<file path="src/rtl/cmp_pkg.sv">
// package for the can mode and power controller: register offsets, field positions,
// reset values, state codes and synchronisation counts.
// assumes one bus clock; the can clock domain is folded into it.
package cmp_pkg;
  // register offsets on the plain register port
  localparam logic [1:0] CTRL0_OFS = 2'h0; // control_reg_0
  localparam logic [1:0] CTRL1_OFS = 2'h1; // mode and status
  localparam logic [1:0] RIER_OFS = 2'h2; // rx_irq_enable_reg
  localparam logic [1:0] RFLG_OFS = 2'h3; // rx_flag_reg
  // control_reg_0 fields
  localparam int INIT_REQUEST_BIT = 0;
  localparam int SLEEP_REQUEST_BIT = 1;
  localparam int WAKEUP_ENABLE_BIT = 2;
  localparam int STOP_IN_WAIT_BIT = 5;
  // mode and status fields
  localparam int INIT_ACKNOWLEDGE_BIT = 0;
  localparam int SLEEP_ACKNOWLEDGE_BIT = 1;
  localparam int LISTEN_BIT = 4;
  localparam int LOOP_BIT = 5;
  localparam int ENABLE_BIT = 7;
  // wake-up enable and flag share bit 7 of their registers
  localparam int WAKE_BIT = 7;
  // reset values
  localparam logic INIT_REQUEST_RST = 1'h1;
  localparam logic CTRL_RST = 1'h0;
  // two bus clocks plus three can clocks, both counted on the one clock here
  localparam int INIT_SYNC_BUS = 2;
  localparam int INIT_SYNC_CAN = 3;
  localparam logic [3:0] INIT_SYNC_CYCLES = 4'(INIT_SYNC_BUS + INIT_SYNC_CAN);
  localparam logic [3:0] SLEEP_SYNC_CYCLES = 4'h2; // fixed sleep entry delay
  localparam logic [3:0] RESYNC_BITS = 4'hb; // 11 recessive bits
  // operating states
  typedef enum logic [2:0] {
    ST_OFF = 3'b000,
    ST_NORMAL = 3'b001,
    ST_SLPWAIT = 3'b010,
    ST_SLEEP = 3'b011,
    ST_INITSYNC = 3'b100,
    ST_INIT = 3'b101,
    ST_RESYNC = 3'b110,
    ST_PDOWN = 3'b111
  } cmp_state_t;
endpackage : cmp_pkg

</file>
<file path="src/rtl/cmp_mode_ctrl.sv">
// mode and low-power controller sitting between the cpu register port and the
// can protocol engine: listen-only, loopback, disable, sleep, power down, init.
// assumes the protocol engine reports activity and bit ticks on the same clock.
//
// Overview of operation
// RL1: listen-only receives, drives recessive, never transmits
// RL2: listen-only loops own dominant bits to monitor
// RL3: loopback feeds tx to rx, pin recessive
// RL4: loopback ignores acknowledge slot, raises both interrupts
// RL5: module disabled stops all controller clocks
// RL6: wake interrupt needs sleep, wakeup and irq enables
// RL7: wait with stop_in_wait powers down, then restarts
// RL8: deep stop powers down; light stop follows sleep
// RL9: sleep waits until all tx buffers empty
// RL10: sleep waits for bus idle, then sync delay
// RL11: sleep acknowledge set once sleep active
// RL12: sleep stops core clocks, keeps registers, tx recessive
// RL13: sleep blocks foreground moves and aborts
// RL14: without wakeup enable, receive line held recessive
// RL15: leave sleep on activity or cleared request
// RL16: after wake wait 11 recessive bits
// RL17: on wake release all deferred actions
// RL18: init aborts traffic, tx pin recessive at once
// RL19: init stops controller, resets registers, unlocks config
// RL20: init request synchronised, then acknowledge set
// RL21: init request cannot clear before acknowledge
// RL22: clearing init request returns to normal
`timescale 1ns/100ps
`default_nettype none
module cmp_mode_ctrl
  import cmp_pkg::*;
(
  input wire logic clock, // 50 MHz bus clock
  input wire logic reset, // asynchronous, active high
  input wire logic [1:0] regAddr, // register offset
  input wire logic [7:0] regWrData, // write data
  input wire logic regWr, // write strobe
  input wire logic regRd, // read strobe
  output logic [7:0] regRdData, // read data, cycle after strobe
  input wire logic cpuWait, // cpu in wait mode
  input wire logic cpuStopLight, // cpu in light stop mode
  input wire logic cpuStopDeep, // cpu in deepest stop modes
  input wire logic busRxPin, // bus_rx_pin, 0 is dominant
  output logic busTxPin, // bus_tx_pin, 1 is recessive
  input wire logic macTxBit, // bit the protocol engine wants to send
  output logic macRxBit, // receive line seen by the protocol engine
  input wire logic bitTick, // one pulse per bus bit time
  input wire logic txActive, // engine transmitting
  input wire logic rxActive, // engine receiving
  input wire logic [2:0] txBufEmptyFlag, // tx_buffer_empty_flag per buffer
  output logic txStartAllow, // engine may start a new frame
  output logic ignoreAckSlot, // treat missing acknowledge as fine
  output logic selfRxAllow, // own frame counts as received, both irqs
  output logic coreClkEn, // protocol engine clock enable
  output logic regClkEn, // register access clock enable
  output logic fgMoveAllow, // rx_background_buffer to foreground allowed
  output logic abortAllow, // transmit aborts may be carried out
  output logic busOffCountEn, // bus-off recovery counting allowed
  output logic engineAbort, // abort frame and drop bus sync
  output logic initRegReset, // hold engine registers at defaults
  output logic configUnlock, // bit timing and filters writable
  output logic wakeRelease, // one-cycle pulse: run deferred actions
  output logic wakeupIrq // wake-up interrupt request, level
);

  // all state in one record
  typedef struct packed {
    cmp_state_t state; // operating state
    logic init_request; // init_request
    logic sleep_request; // sleep_request
    logic wakeup_enable; // wakeup_enable
    logic stop_in_wait; // stop_in_wait
    logic enable; // module_enable
    logic enWritten; // enable is write-once
    logic listen; // listen-only selected
    logic loopback; // loopback self test selected
    logic wakeup_irq_enable; // wakeup_irq_enable
    logic wakeFlag; // sticky wake-up event
    logic wupeHeld; // wakeup enable as seen at sleep entry
    logic [3:0] cnt; // sync delay counter
    logic [3:0] recCnt; // consecutive recessive bits
    logic wakePulse; // deferred actions release
    logic [7:0] rdData; // registered read data
  } cmp_regs_t;

  cmp_regs_t cur_ff; // registered state
  cmp_regs_t nxt_cur; // next state
  logic powerDown; // power down demanded by cpu mode
  logic sleepAck; // sleep_acknowledge
  logic initAck; // init_acknowledge
  logic txAllEmpty; // nothing scheduled

  // bit placement in an 8-bit register image
  function automatic logic [7:0] cmp_bit(input logic val, input int pos);
    cmp_bit = 8'h00;
    cmp_bit[pos[2:0]] = val;
  endfunction : cmp_bit

  // decodes for the next-state logic; initAck also drives the outputs
  always_comb
  begin
    sleepAck = (cur_ff.state == ST_SLEEP); // RL11
    initAck = (cur_ff.state == ST_INIT); // RL20
    txAllEmpty = &txBufEmptyFlag;
    // light stop keeps sleep when it was set beforehand; deep stop always powers down
    powerDown = cur_ff.enable &
                (cpuStopDeep | // RL8
                 (cpuStopLight & !sleepAck) | // RL8
                 (cpuWait & !cpuStopLight & !cpuStopDeep & cur_ff.stop_in_wait)); // RL7
  end

  // next-state: register writes first, then the mode sequencer may override
  always_comb
  begin
    nxt_cur = cur_ff;
    nxt_cur.wakePulse = 1'h0;
    nxt_cur.rdData = 8'h00;
    // register reads, answered one cycle later
    if (regRd)
    begin
      unique case (regAddr)
        CTRL0_OFS: nxt_cur.rdData = cmp_bit(cur_ff.init_request, INIT_REQUEST_BIT) |
                                     cmp_bit(cur_ff.sleep_request, SLEEP_REQUEST_BIT) |
                                     cmp_bit(cur_ff.wakeup_enable, WAKEUP_ENABLE_BIT) |
                                     cmp_bit(cur_ff.stop_in_wait, STOP_IN_WAIT_BIT);
        CTRL1_OFS: nxt_cur.rdData = cmp_bit(initAck, INIT_ACKNOWLEDGE_BIT) |
                                     cmp_bit(sleepAck, SLEEP_ACKNOWLEDGE_BIT) |
                                     cmp_bit(cur_ff.listen, LISTEN_BIT) |
                                     cmp_bit(cur_ff.loopback, LOOP_BIT) |
                                     cmp_bit(cur_ff.enable, ENABLE_BIT);
        RIER_OFS: nxt_cur.rdData = cmp_bit(cur_ff.wakeup_irq_enable, WAKE_BIT);
        RFLG_OFS: nxt_cur.rdData = cmp_bit(cur_ff.wakeFlag, WAKE_BIT);
      endcase
    end
    // register writes
    if (regWr)
    begin
      unique case (regAddr)
        CTRL0_OFS:
        begin
          // a request may only be withdrawn once it has been acknowledged
          if (regWrData[INIT_REQUEST_BIT] | initAck)
            nxt_cur.init_request = regWrData[INIT_REQUEST_BIT]; // RL21
          if (regWrData[SLEEP_REQUEST_BIT] | sleepAck)
            nxt_cur.sleep_request = regWrData[SLEEP_REQUEST_BIT]; // RL15
          nxt_cur.wakeup_enable = regWrData[WAKEUP_ENABLE_BIT];
          nxt_cur.stop_in_wait = regWrData[STOP_IN_WAIT_BIT];
        end
        CTRL1_OFS:
        begin
          // enable is written once so a stray write cannot switch the node off
          if (!cur_ff.enWritten)
          begin
            nxt_cur.enable = regWrData[ENABLE_BIT];
            nxt_cur.enWritten = 1'h1;
          end
          // mode selection is configuration, locked outside init
          if (initAck)
          begin
            nxt_cur.listen = regWrData[LISTEN_BIT]; // RL19
            nxt_cur.loopback = regWrData[LOOP_BIT]; // RL19
          end
        end
        RIER_OFS: nxt_cur.wakeup_irq_enable = regWrData[WAKE_BIT];
        RFLG_OFS:
        begin
          if (regWrData[WAKE_BIT])
            nxt_cur.wakeFlag = 1'h0;
        end
      endcase
    end
    // mode sequencer
    if (!cur_ff.enable)
    begin
      nxt_cur.state = ST_OFF; // RL5
    end
    else if (powerDown)
    begin
      nxt_cur.state = ST_PDOWN; // RL7
    end
    else
    begin
      unique case (cur_ff.state)
        ST_OFF:
        begin
          nxt_cur.cnt = 4'h0;
          nxt_cur.state = cur_ff.init_request ? ST_INITSYNC : ST_RESYNC;
        end
        ST_PDOWN:
        begin
          // restart the engine: resynchronise before normal operation
          nxt_cur.recCnt = 4'h0;
          nxt_cur.state = ST_RESYNC; // RL7
        end
        ST_NORMAL:
        begin
          nxt_cur.cnt = 4'h0;
          if (cur_ff.init_request)
            nxt_cur.state = ST_INITSYNC; // RL18
          else if (cur_ff.sleep_request)
            nxt_cur.state = ST_SLPWAIT;
        end
        ST_SLPWAIT:
        begin
          if (cur_ff.init_request)
          begin
            nxt_cur.cnt = 4'h0;
            nxt_cur.state = ST_INITSYNC; // RL18
          end
          else if (!txAllEmpty | rxActive | txActive)
            nxt_cur.cnt = 4'h0; // RL9 RL10
          else if (cur_ff.cnt >= SLEEP_SYNC_CYCLES - 4'h1)
          begin
            nxt_cur.state = ST_SLEEP; // RL10
            nxt_cur.wupeHeld = cur_ff.wakeup_enable; // RL14
          end
          else
            nxt_cur.cnt = cur_ff.cnt + 4'h1; // RL10
        end
        ST_SLEEP:
        begin
          nxt_cur.recCnt = 4'h0;
          if (cur_ff.init_request)
          begin
            nxt_cur.cnt = 4'h0;
            nxt_cur.state = ST_INITSYNC;
          end
          else if (!cur_ff.sleep_request)
            nxt_cur.state = ST_RESYNC; // RL15
          else if (cur_ff.wupeHeld & !busRxPin)
          begin
            // bus activity wakes us; the waking frame itself is lost
            nxt_cur.sleep_request = 1'h0; // RL15
            nxt_cur.wakeFlag = 1'h1;
            nxt_cur.state = ST_RESYNC; // RL16
          end
        end
        ST_INITSYNC:
        begin
          if (cur_ff.cnt >= INIT_SYNC_CYCLES - 4'h1)
          begin
            nxt_cur.state = ST_INIT; // RL20
            // control, flag and enable bits back to defaults
            nxt_cur.sleep_request = CTRL_RST; // RL19
            nxt_cur.wakeup_enable = CTRL_RST; // RL19
            nxt_cur.wakeup_irq_enable = CTRL_RST; // RL19
            nxt_cur.wakeFlag = CTRL_RST; // RL19
          end
          else
            nxt_cur.cnt = cur_ff.cnt + 4'h1; // RL20
        end
        ST_INIT:
        begin
          if (!cur_ff.init_request)
            nxt_cur.state = ST_NORMAL; // RL22
        end
        ST_RESYNC:
        begin
          // count consecutive recessive bits; any dominant bit restarts
          if (cur_ff.init_request)
          begin
            nxt_cur.cnt = 4'h0;
            nxt_cur.state = ST_INITSYNC;
          end
          else if (bitTick)
          begin
            if (!busRxPin)
              nxt_cur.recCnt = 4'h0; // RL16
            else if (cur_ff.recCnt >= RESYNC_BITS - 4'h1)
            begin
              nxt_cur.recCnt = 4'h0;
              nxt_cur.wakePulse = 1'h1; // RL17
              nxt_cur.state = ST_NORMAL; // RL16
            end
            else
              nxt_cur.recCnt = cur_ff.recCnt + 4'h1; // RL16
          end
        end
      endcase
    end
    // a wake event in the clearing cycle wins over the software clear
    if (cur_ff.state == ST_SLEEP && cur_ff.wupeHeld && !busRxPin && cur_ff.enable
        && !powerDown && cur_ff.sleep_request && !cur_ff.init_request)
      nxt_cur.wakeFlag = 1'h1;
  end

  // state register
  always_ff @(posedge clock or posedge reset)
  begin
    if (reset)
    begin
      cur_ff <= '{state: ST_OFF, init_request: INIT_REQUEST_RST, sleep_request: CTRL_RST, wakeup_enable: CTRL_RST,
                  stop_in_wait: CTRL_RST, enable: CTRL_RST, enWritten: CTRL_RST,
                  listen: CTRL_RST, loopback: CTRL_RST, wakeup_irq_enable: CTRL_RST,
                  wakeFlag: CTRL_RST, wupeHeld: CTRL_RST, cnt: 4'h0, recCnt: 4'h0,
                  wakePulse: CTRL_RST, rdData: 8'h00};
    end
    else
    begin
      cur_ff <= nxt_cur;
    end
  end

  // outputs towards pins and the protocol engine
  always_comb
  begin
    regRdData = cur_ff.rdData;
    // only normal and draining-to-sleep states may put dominant bits on the wire
    if ((cur_ff.state == ST_NORMAL || cur_ff.state == ST_SLPWAIT) &&
        !cur_ff.listen && !cur_ff.loopback)
      busTxPin = macTxBit;
    else
      busTxPin = 1'h1; // RL1 RL3 RL12 RL18
    if (cur_ff.loopback)
      macRxBit = macTxBit; // RL3
    else if (cur_ff.listen)
      macRxBit = busRxPin & macTxBit; // RL2
    else if (cur_ff.state == ST_SLEEP && !cur_ff.wupeHeld)
      macRxBit = 1'h1; // RL14
    else
      macRxBit = busRxPin;
    txStartAllow = (cur_ff.state == ST_NORMAL) & !cur_ff.listen & !cur_ff.sleep_request; // RL1
    ignoreAckSlot = cur_ff.loopback; // RL4
    selfRxAllow = cur_ff.loopback; // RL4
    coreClkEn = (cur_ff.state == ST_NORMAL) | (cur_ff.state == ST_SLPWAIT) |
                (cur_ff.state == ST_RESYNC); // RL5 RL12
    regClkEn = cur_ff.enable & (cur_ff.state != ST_PDOWN); // RL5 RL12
    fgMoveAllow = coreClkEn; // RL13
    abortAllow = coreClkEn; // RL13
    busOffCountEn = coreClkEn; // RL12 RL17
    engineAbort = (cur_ff.state == ST_INITSYNC) | (cur_ff.state == ST_PDOWN); // RL18
    initRegReset = initAck; // RL19
    configUnlock = initAck & cur_ff.init_request; // RL19
    wakeRelease = cur_ff.wakePulse; // RL17
    wakeupIrq = cur_ff.wakeFlag & cur_ff.wakeup_irq_enable; // RL6
  end
endmodule : cmp_mode_ctrl
`default_nettype wire

</file>
<file path="config.mk">
export PLATFORM = sky130hd
export DESIGN_NAME = cmp_mode_ctrl
export DESIGN_NICKNAME = d
export VERILOG_FILES = /design/src/rtl/cmp_pkg.sv /design/src/rtl/cmp_mode_ctrl.sv
export SDC_FILE = /design/constraint.sdc
export NUM_CORES = 1
export LEC_CHECK = 0
export BUFFER_PORTS_ARGS = -buffer_cell sky130_fd_sc_hd__buf_2
export CELL_PAD_IN_SITES_DETAIL_PLACEMENT = 0
export CELL_PAD_IN_SITES_GLOBAL_PLACEMENT = 2
export CORE_UTILIZATION = 33
export DETAILED_ROUTE_END_ITERATION = 8
export PLACE_DENSITY_LB_ADDON = 0.15
export SLEW_MARGIN = 20
export SYNTH_ARGS = -nofsm -noshare
export SYNTH_HDL_FRONTEND = slang
export SYNTH_SLANG_ARGS = --single-unit
</file>
<file path="constraint.sdc">
create_clock -name clock -period 4.8 [get_ports clock]
set_input_delay 0.96 -clock clock [delete_from_list [all_inputs] [get_ports clock]]
set_output_delay 0.96 -clock clock [all_outputs]
set_load 0.02 [all_outputs]
</file>
### After elaboration in Yosys (flattened, before gate mapping)

Index checks and enable logic that the tools add are counted.

* bits in read-only memories: 0
* RAM bits: 0
* latch bits: 0
* word-level logic and storage cells: 184
* bits of input ports: 25
* register bits after elaboration: 31
* memories: 0

* reductions and logical operators: 38
* div/mod/pow operators: 0
* $add $sub $neg: 2
* shift-type cells: 0
* bitwise logic cells: 32
* eq/ne operators: 25
* multiplexer cells: 68
* order comparisons: 3
* multipliers: 0

Operators with widths (count)
* 3-bit two-way mux: 17
* 4-bit two-way mux: 8
* 8-bit one-hot mux with 4 select lines: 1
* 5-bit inequality test (second input constant): 6
* 1-bit two-way mux: 24
* 12-bit two-way mux: 2
* 3-bit one-hot mux with 8 select lines: 1
* 4-bit one-hot mux with 4 select lines: 1
* 2-bit two-way mux: 7
* 1-bit AND: 12
* 3-bit equality test (second input constant): 4
* 4-bit inequality test (second input constant): 3
* 3-bit AND reduction: 4
* 6-bit AND reduction: 2
* 1-bit zero test: 11
* 5-bit two-way mux: 2
* 1-bit logical AND: 9
* 9-bit two-way mux: 1
* 1-bit OR: 9
* 9-bit AND reduction: 1
* 4-bit by 1-bit adder with 4-bit output (second input constant): 2
* 8-bit two-way mux: 1
* 6-bit by 8-bit OR with 8-bit output: 1
* 4-bit one-hot mux with 2 select lines: 1
* other kinds (26): 38

### Depth between registers and ports, before layout

* depth in word-level cells: 12
* mapped depth: 7

### Worst setup path before layout

OpenSTA, ideal clock, no wires.

* path type: input to output
* from: input port busRxPin
* to: output port macRxBit
* slack: 2.024 ns
* stages on the path: 2
* path buffers: 0
* arrival: 1.816 ns
* data required time: 3.840 ns
* cell sequence: nor2_1 -> o311ai_0

* word-level cells in the longest chain between the ends: 3
* elaborated cells on any way between the ends: 4
* those cells by class: mux (3); bitwise (1)

Ends and longest elaborated chain
* from (decl): line cmp_mode_ctrl.sv:43 `input wire logic busRxPin,`
* 1-bit two-way mux / 1-bit AND (equally long branches): line cmp_mode_ctrl.sv:318, cmp_mode_ctrl.sv:317
* 1-bit two-way mux *: line cmp_mode_ctrl.sv:316 `else if (cur_ff.listen)`
* 1-bit two-way mux *: line cmp_mode_ctrl.sv:314 `if (cur_ff.loopback)`
* to (decl): line cmp_mode_ctrl.sv:46 `output logic macRxBit,`

Mark *: on every way between the ends. The rest lies on a longest branch, timed or not.

### Worst setup path after layout

* from: register cur_ff[30] (netlist bit)
* to: output port macRxBit

* word-level cells in the longest chain between the ends: 5

Ends and longest elaborated chain
* from (decl): line cmp_mode_ctrl.sv:86 `cmp_regs_t cur_ff;`
* from (signal assigned): line cmp_mode_ctrl.sv:292 `cur_ff <= '{state: ST_OFF, init_request: INIT_REQUEST_RST, sleep_request: CTRL_RST, wakeup_enable: CTRL_RST,`
* from (signal assigned): line cmp_mode_ctrl.sv:300 `cur_ff <= nxt_cur;`
* 3-bit by 2-bit equality test with 1-bit output: line cmp_mode_ctrl.sv:318 `else if (cur_ff.state == ST_SLEEP && !cur_ff.wupeHeld)`
* 1-bit logical AND: line cmp_mode_ctrl.sv:318
* 1-bit two-way mux: line cmp_mode_ctrl.sv:318
* 1-bit two-way mux: line cmp_mode_ctrl.sv:316
* 1-bit two-way mux: line cmp_mode_ctrl.sv:314

No other way between the ends.

==> run summary <==
Final setup fails: 0
Hold_sp: cur_ff[22]
Netlist cell types: 47
CTS tree: done
Clock buffer depth: 2
R2R setup slack: 2.18 ns
Die H: 75.8 um
Average routed wire per standard cell: 13.7 um
Global-route wire length before repair: 6970 um
Number of global-route vias before repair: 1,437
Initial Util: 34.8%
RSZ-0062 raised after global routing: false
Sink Count: 29
Worst-Margin Slew: 0.829 ns
Post-synthesis register bit count: 29
RD Place Congestion: 0.836
DP Worst Slack: 1.91 ns
Pin count of the biggest net entering global routing: 30
Ys Warns: 0
Leak: 0.000982 uW
Final worst-path cycle share: 60.0%
Cts hold-fix bufs: 0
Avg Cell Area, Syn: 9.04 um2
Setup TNS: 0 ns
Part of the Yosys area used for sequential elements: 40.4%
Critical Path RT: 3.84 ns
CTS resizes: 0
IO Count: 48
Pre-antenna DRT Iters: 4
Final Slew Violations: 0
H-tree Lvls: 2
Remaining global-route overflow: 0
ANT nets after route: 0
Post-Synthesis Cells: 199
# Max-Cap Violations: 0
Root Driver: clkbuf_8
Post-CTS Setup Bufs: 0
1st-iter DRT viols: 100
Fill count: 534
Highest-count cells in the layout ignoring fill and taps: buf_2 (43), dfrtp_1 (28), nor2_1 (25), nand2_1 (22), o21ai_0 (11)
Max Freq: 347 MHz
Share of flip-flops with an asynchronous set or reset: 100%
Hold worst-path end: cur_ff[22]
Post-DP Area: 0.00199 mm2
Crit path DAT: 1.92 ns
Startpoint Class: flip-flop
Kind of end point of the critical path: output port
DP HPWL: 3140 um
Layout Nets: 264
Layout cell share with drive strength beyond 1: 26.8%
Clk_lat worst skew: 0.28 ns
Reg2reg start: cur_ff[30]
Hold path cells: 1
DR vias/cell: 4.89
Setup WS post-layout: 1.92 ns
Tmin final: 2.88 ns
CP Class: flip-flop to output port
DIE AREA: 0.00575 mm2
VDD IR max: 0.136 mV
Area Overhead vs Synth: 15.3%
Total power: 908 uW
Initial antenna violation count: 0
Outcome: finished clean
Post-synth EDFFs: 0
Slew HR: 44.6%
Primary FF master, synth: dfrtp_1
Mapped Area: 0.00180 mm2
Total Wirelength: 4190 um
All-layer global routing usage: 16.7%
Final Cell Area: 0.00207 mm2
Row count: 26
Most common cell after layout, fill and taps aside: buf_2
Layout Cells excl Fill: 305
Clock-pin transition on the worst setup and hold timing paths: 0.06 ns
TritonCTS Buffers: 5
Die Width: 75.8 um
Crit Path Max Fanout: 16
DRC errors left: 0
Placed Cells incl. Taps: 297
Hold Path Class: flip-flop to flip-flop
Final Hold Viols: 0
R2R depth: 4
Port bufs: 43
Power Density: 438 mW/mm2
Worst Skew: 0.00781 ns
CORE AREA: 0.00517 mm2
FF-to-FF End: cur_ff[15]
Total number of vias: 1,492
N_diodes: 0
## synthesized netlist by cell type, drive strengths merged, types with 3 or more instances
cell type / n / area [um2]
dfrtp: 28 / 701
nor2: 25 / 93.8
nand2: 22 / 82.6
buf: 15 / 114
o21ai: 13 / 65.1
inv: 8 / 30.0
mux2i: 7 / 70.1
nand2b: 7 / 43.8
a21oi: 6 / 30.0
mux2: 6 / 71.3
nor2b: 6 / 37.5
ha: 5 / 62.6
nor3: 5 / 25.0
nand3: 4 / 20.0
nor4: 4 / 25.0
and2: 3 / 18.8
nor3b: 3 / 22.5
## registers in the layout (all words and copies together) (netlist names)
signal         cells
ignoreAckSlot      1
cur_ff            21
regRdData          6
wakeRelease        1
## final cells by class
type | instances | area (um2) | share of cell area, %
inverters | 8 | 30.0 | 1.45
repair buffers | 44 | 223 | 10.7
flip-flops and latches | 29 | 727 | 35.0
clock buffers | 6 | 72.6 | 3.50
multi-input cells | 146 | 925 | 44.6
well taps | 70 | 87.6 | 4.22
clock inverters | 2 | 10.0 | 0.483
## metal layers
| metal | vias to the layer above | track usage [%] | wire (um) |
|---|---|---|---|
| met5 | - | 0 | 0 |
| met4 | 0 | 7.41 | 64 |
| met3 | 6 | 4.37 | 150 |
| met2 | 35 | 26.9 | 2010 |
| met1 | 701 | 20.8 | 1970 |
| li1 | 750 | - | - |
## power by group
group / internal, uW / total (uW) / leakage, uW / switching, uW
Sequential: 290 / 374 / 0.000372 / 84.8
Combinational: 135 / 340 / 0.000565 / 206
Clock: 100 / 193 / 0.0000450 / 92.9
Total: 524 / 908 / 0.000982 / 383
## worst max path at each step
stage                            start         end  cells after the start
after global placement    cpuStopLight  cur_ff[15]                      5
after floorplan               busRxPin    macRxBit                      2
after global routing        cur_ff[30]    macRxBit                      5
final                       cur_ff[30]    macRxBit                      5
after detailed placement  cpuStopLight  cur_ff[15]                      5
after CTS                   cur_ff[30]    macRxBit                      5
## critical path: stages, from the launching register on
cell and delay, ns:
dfrtp_1 0.57, nand3b_1 0.33, nor2_1 0.18, nor2_1 0.05, o311ai_0 0.28, buf_2 0.23
## logic make-up after synthesis
family	after synthesis	synth area share [%]
flops	29	40.4
simple gates	90	25.3
other cells	1	0.208
compound gates	36	14.3
buf+inv	25	8.41
mux	13	7.86
fa+ha+maj	5	3.48
## through the flow
step / util (%) / hold WS (ns)
final: 40.1 / 0.489
after global routing: 40.1 / 0.527
after CTS: 40.1 / 0.497
after detailed placement: 38.5 / 0.482
after global placement: 38.5 / 0.451
after floorplan: - / 0.435
Power figures use the tool's default switching activity.
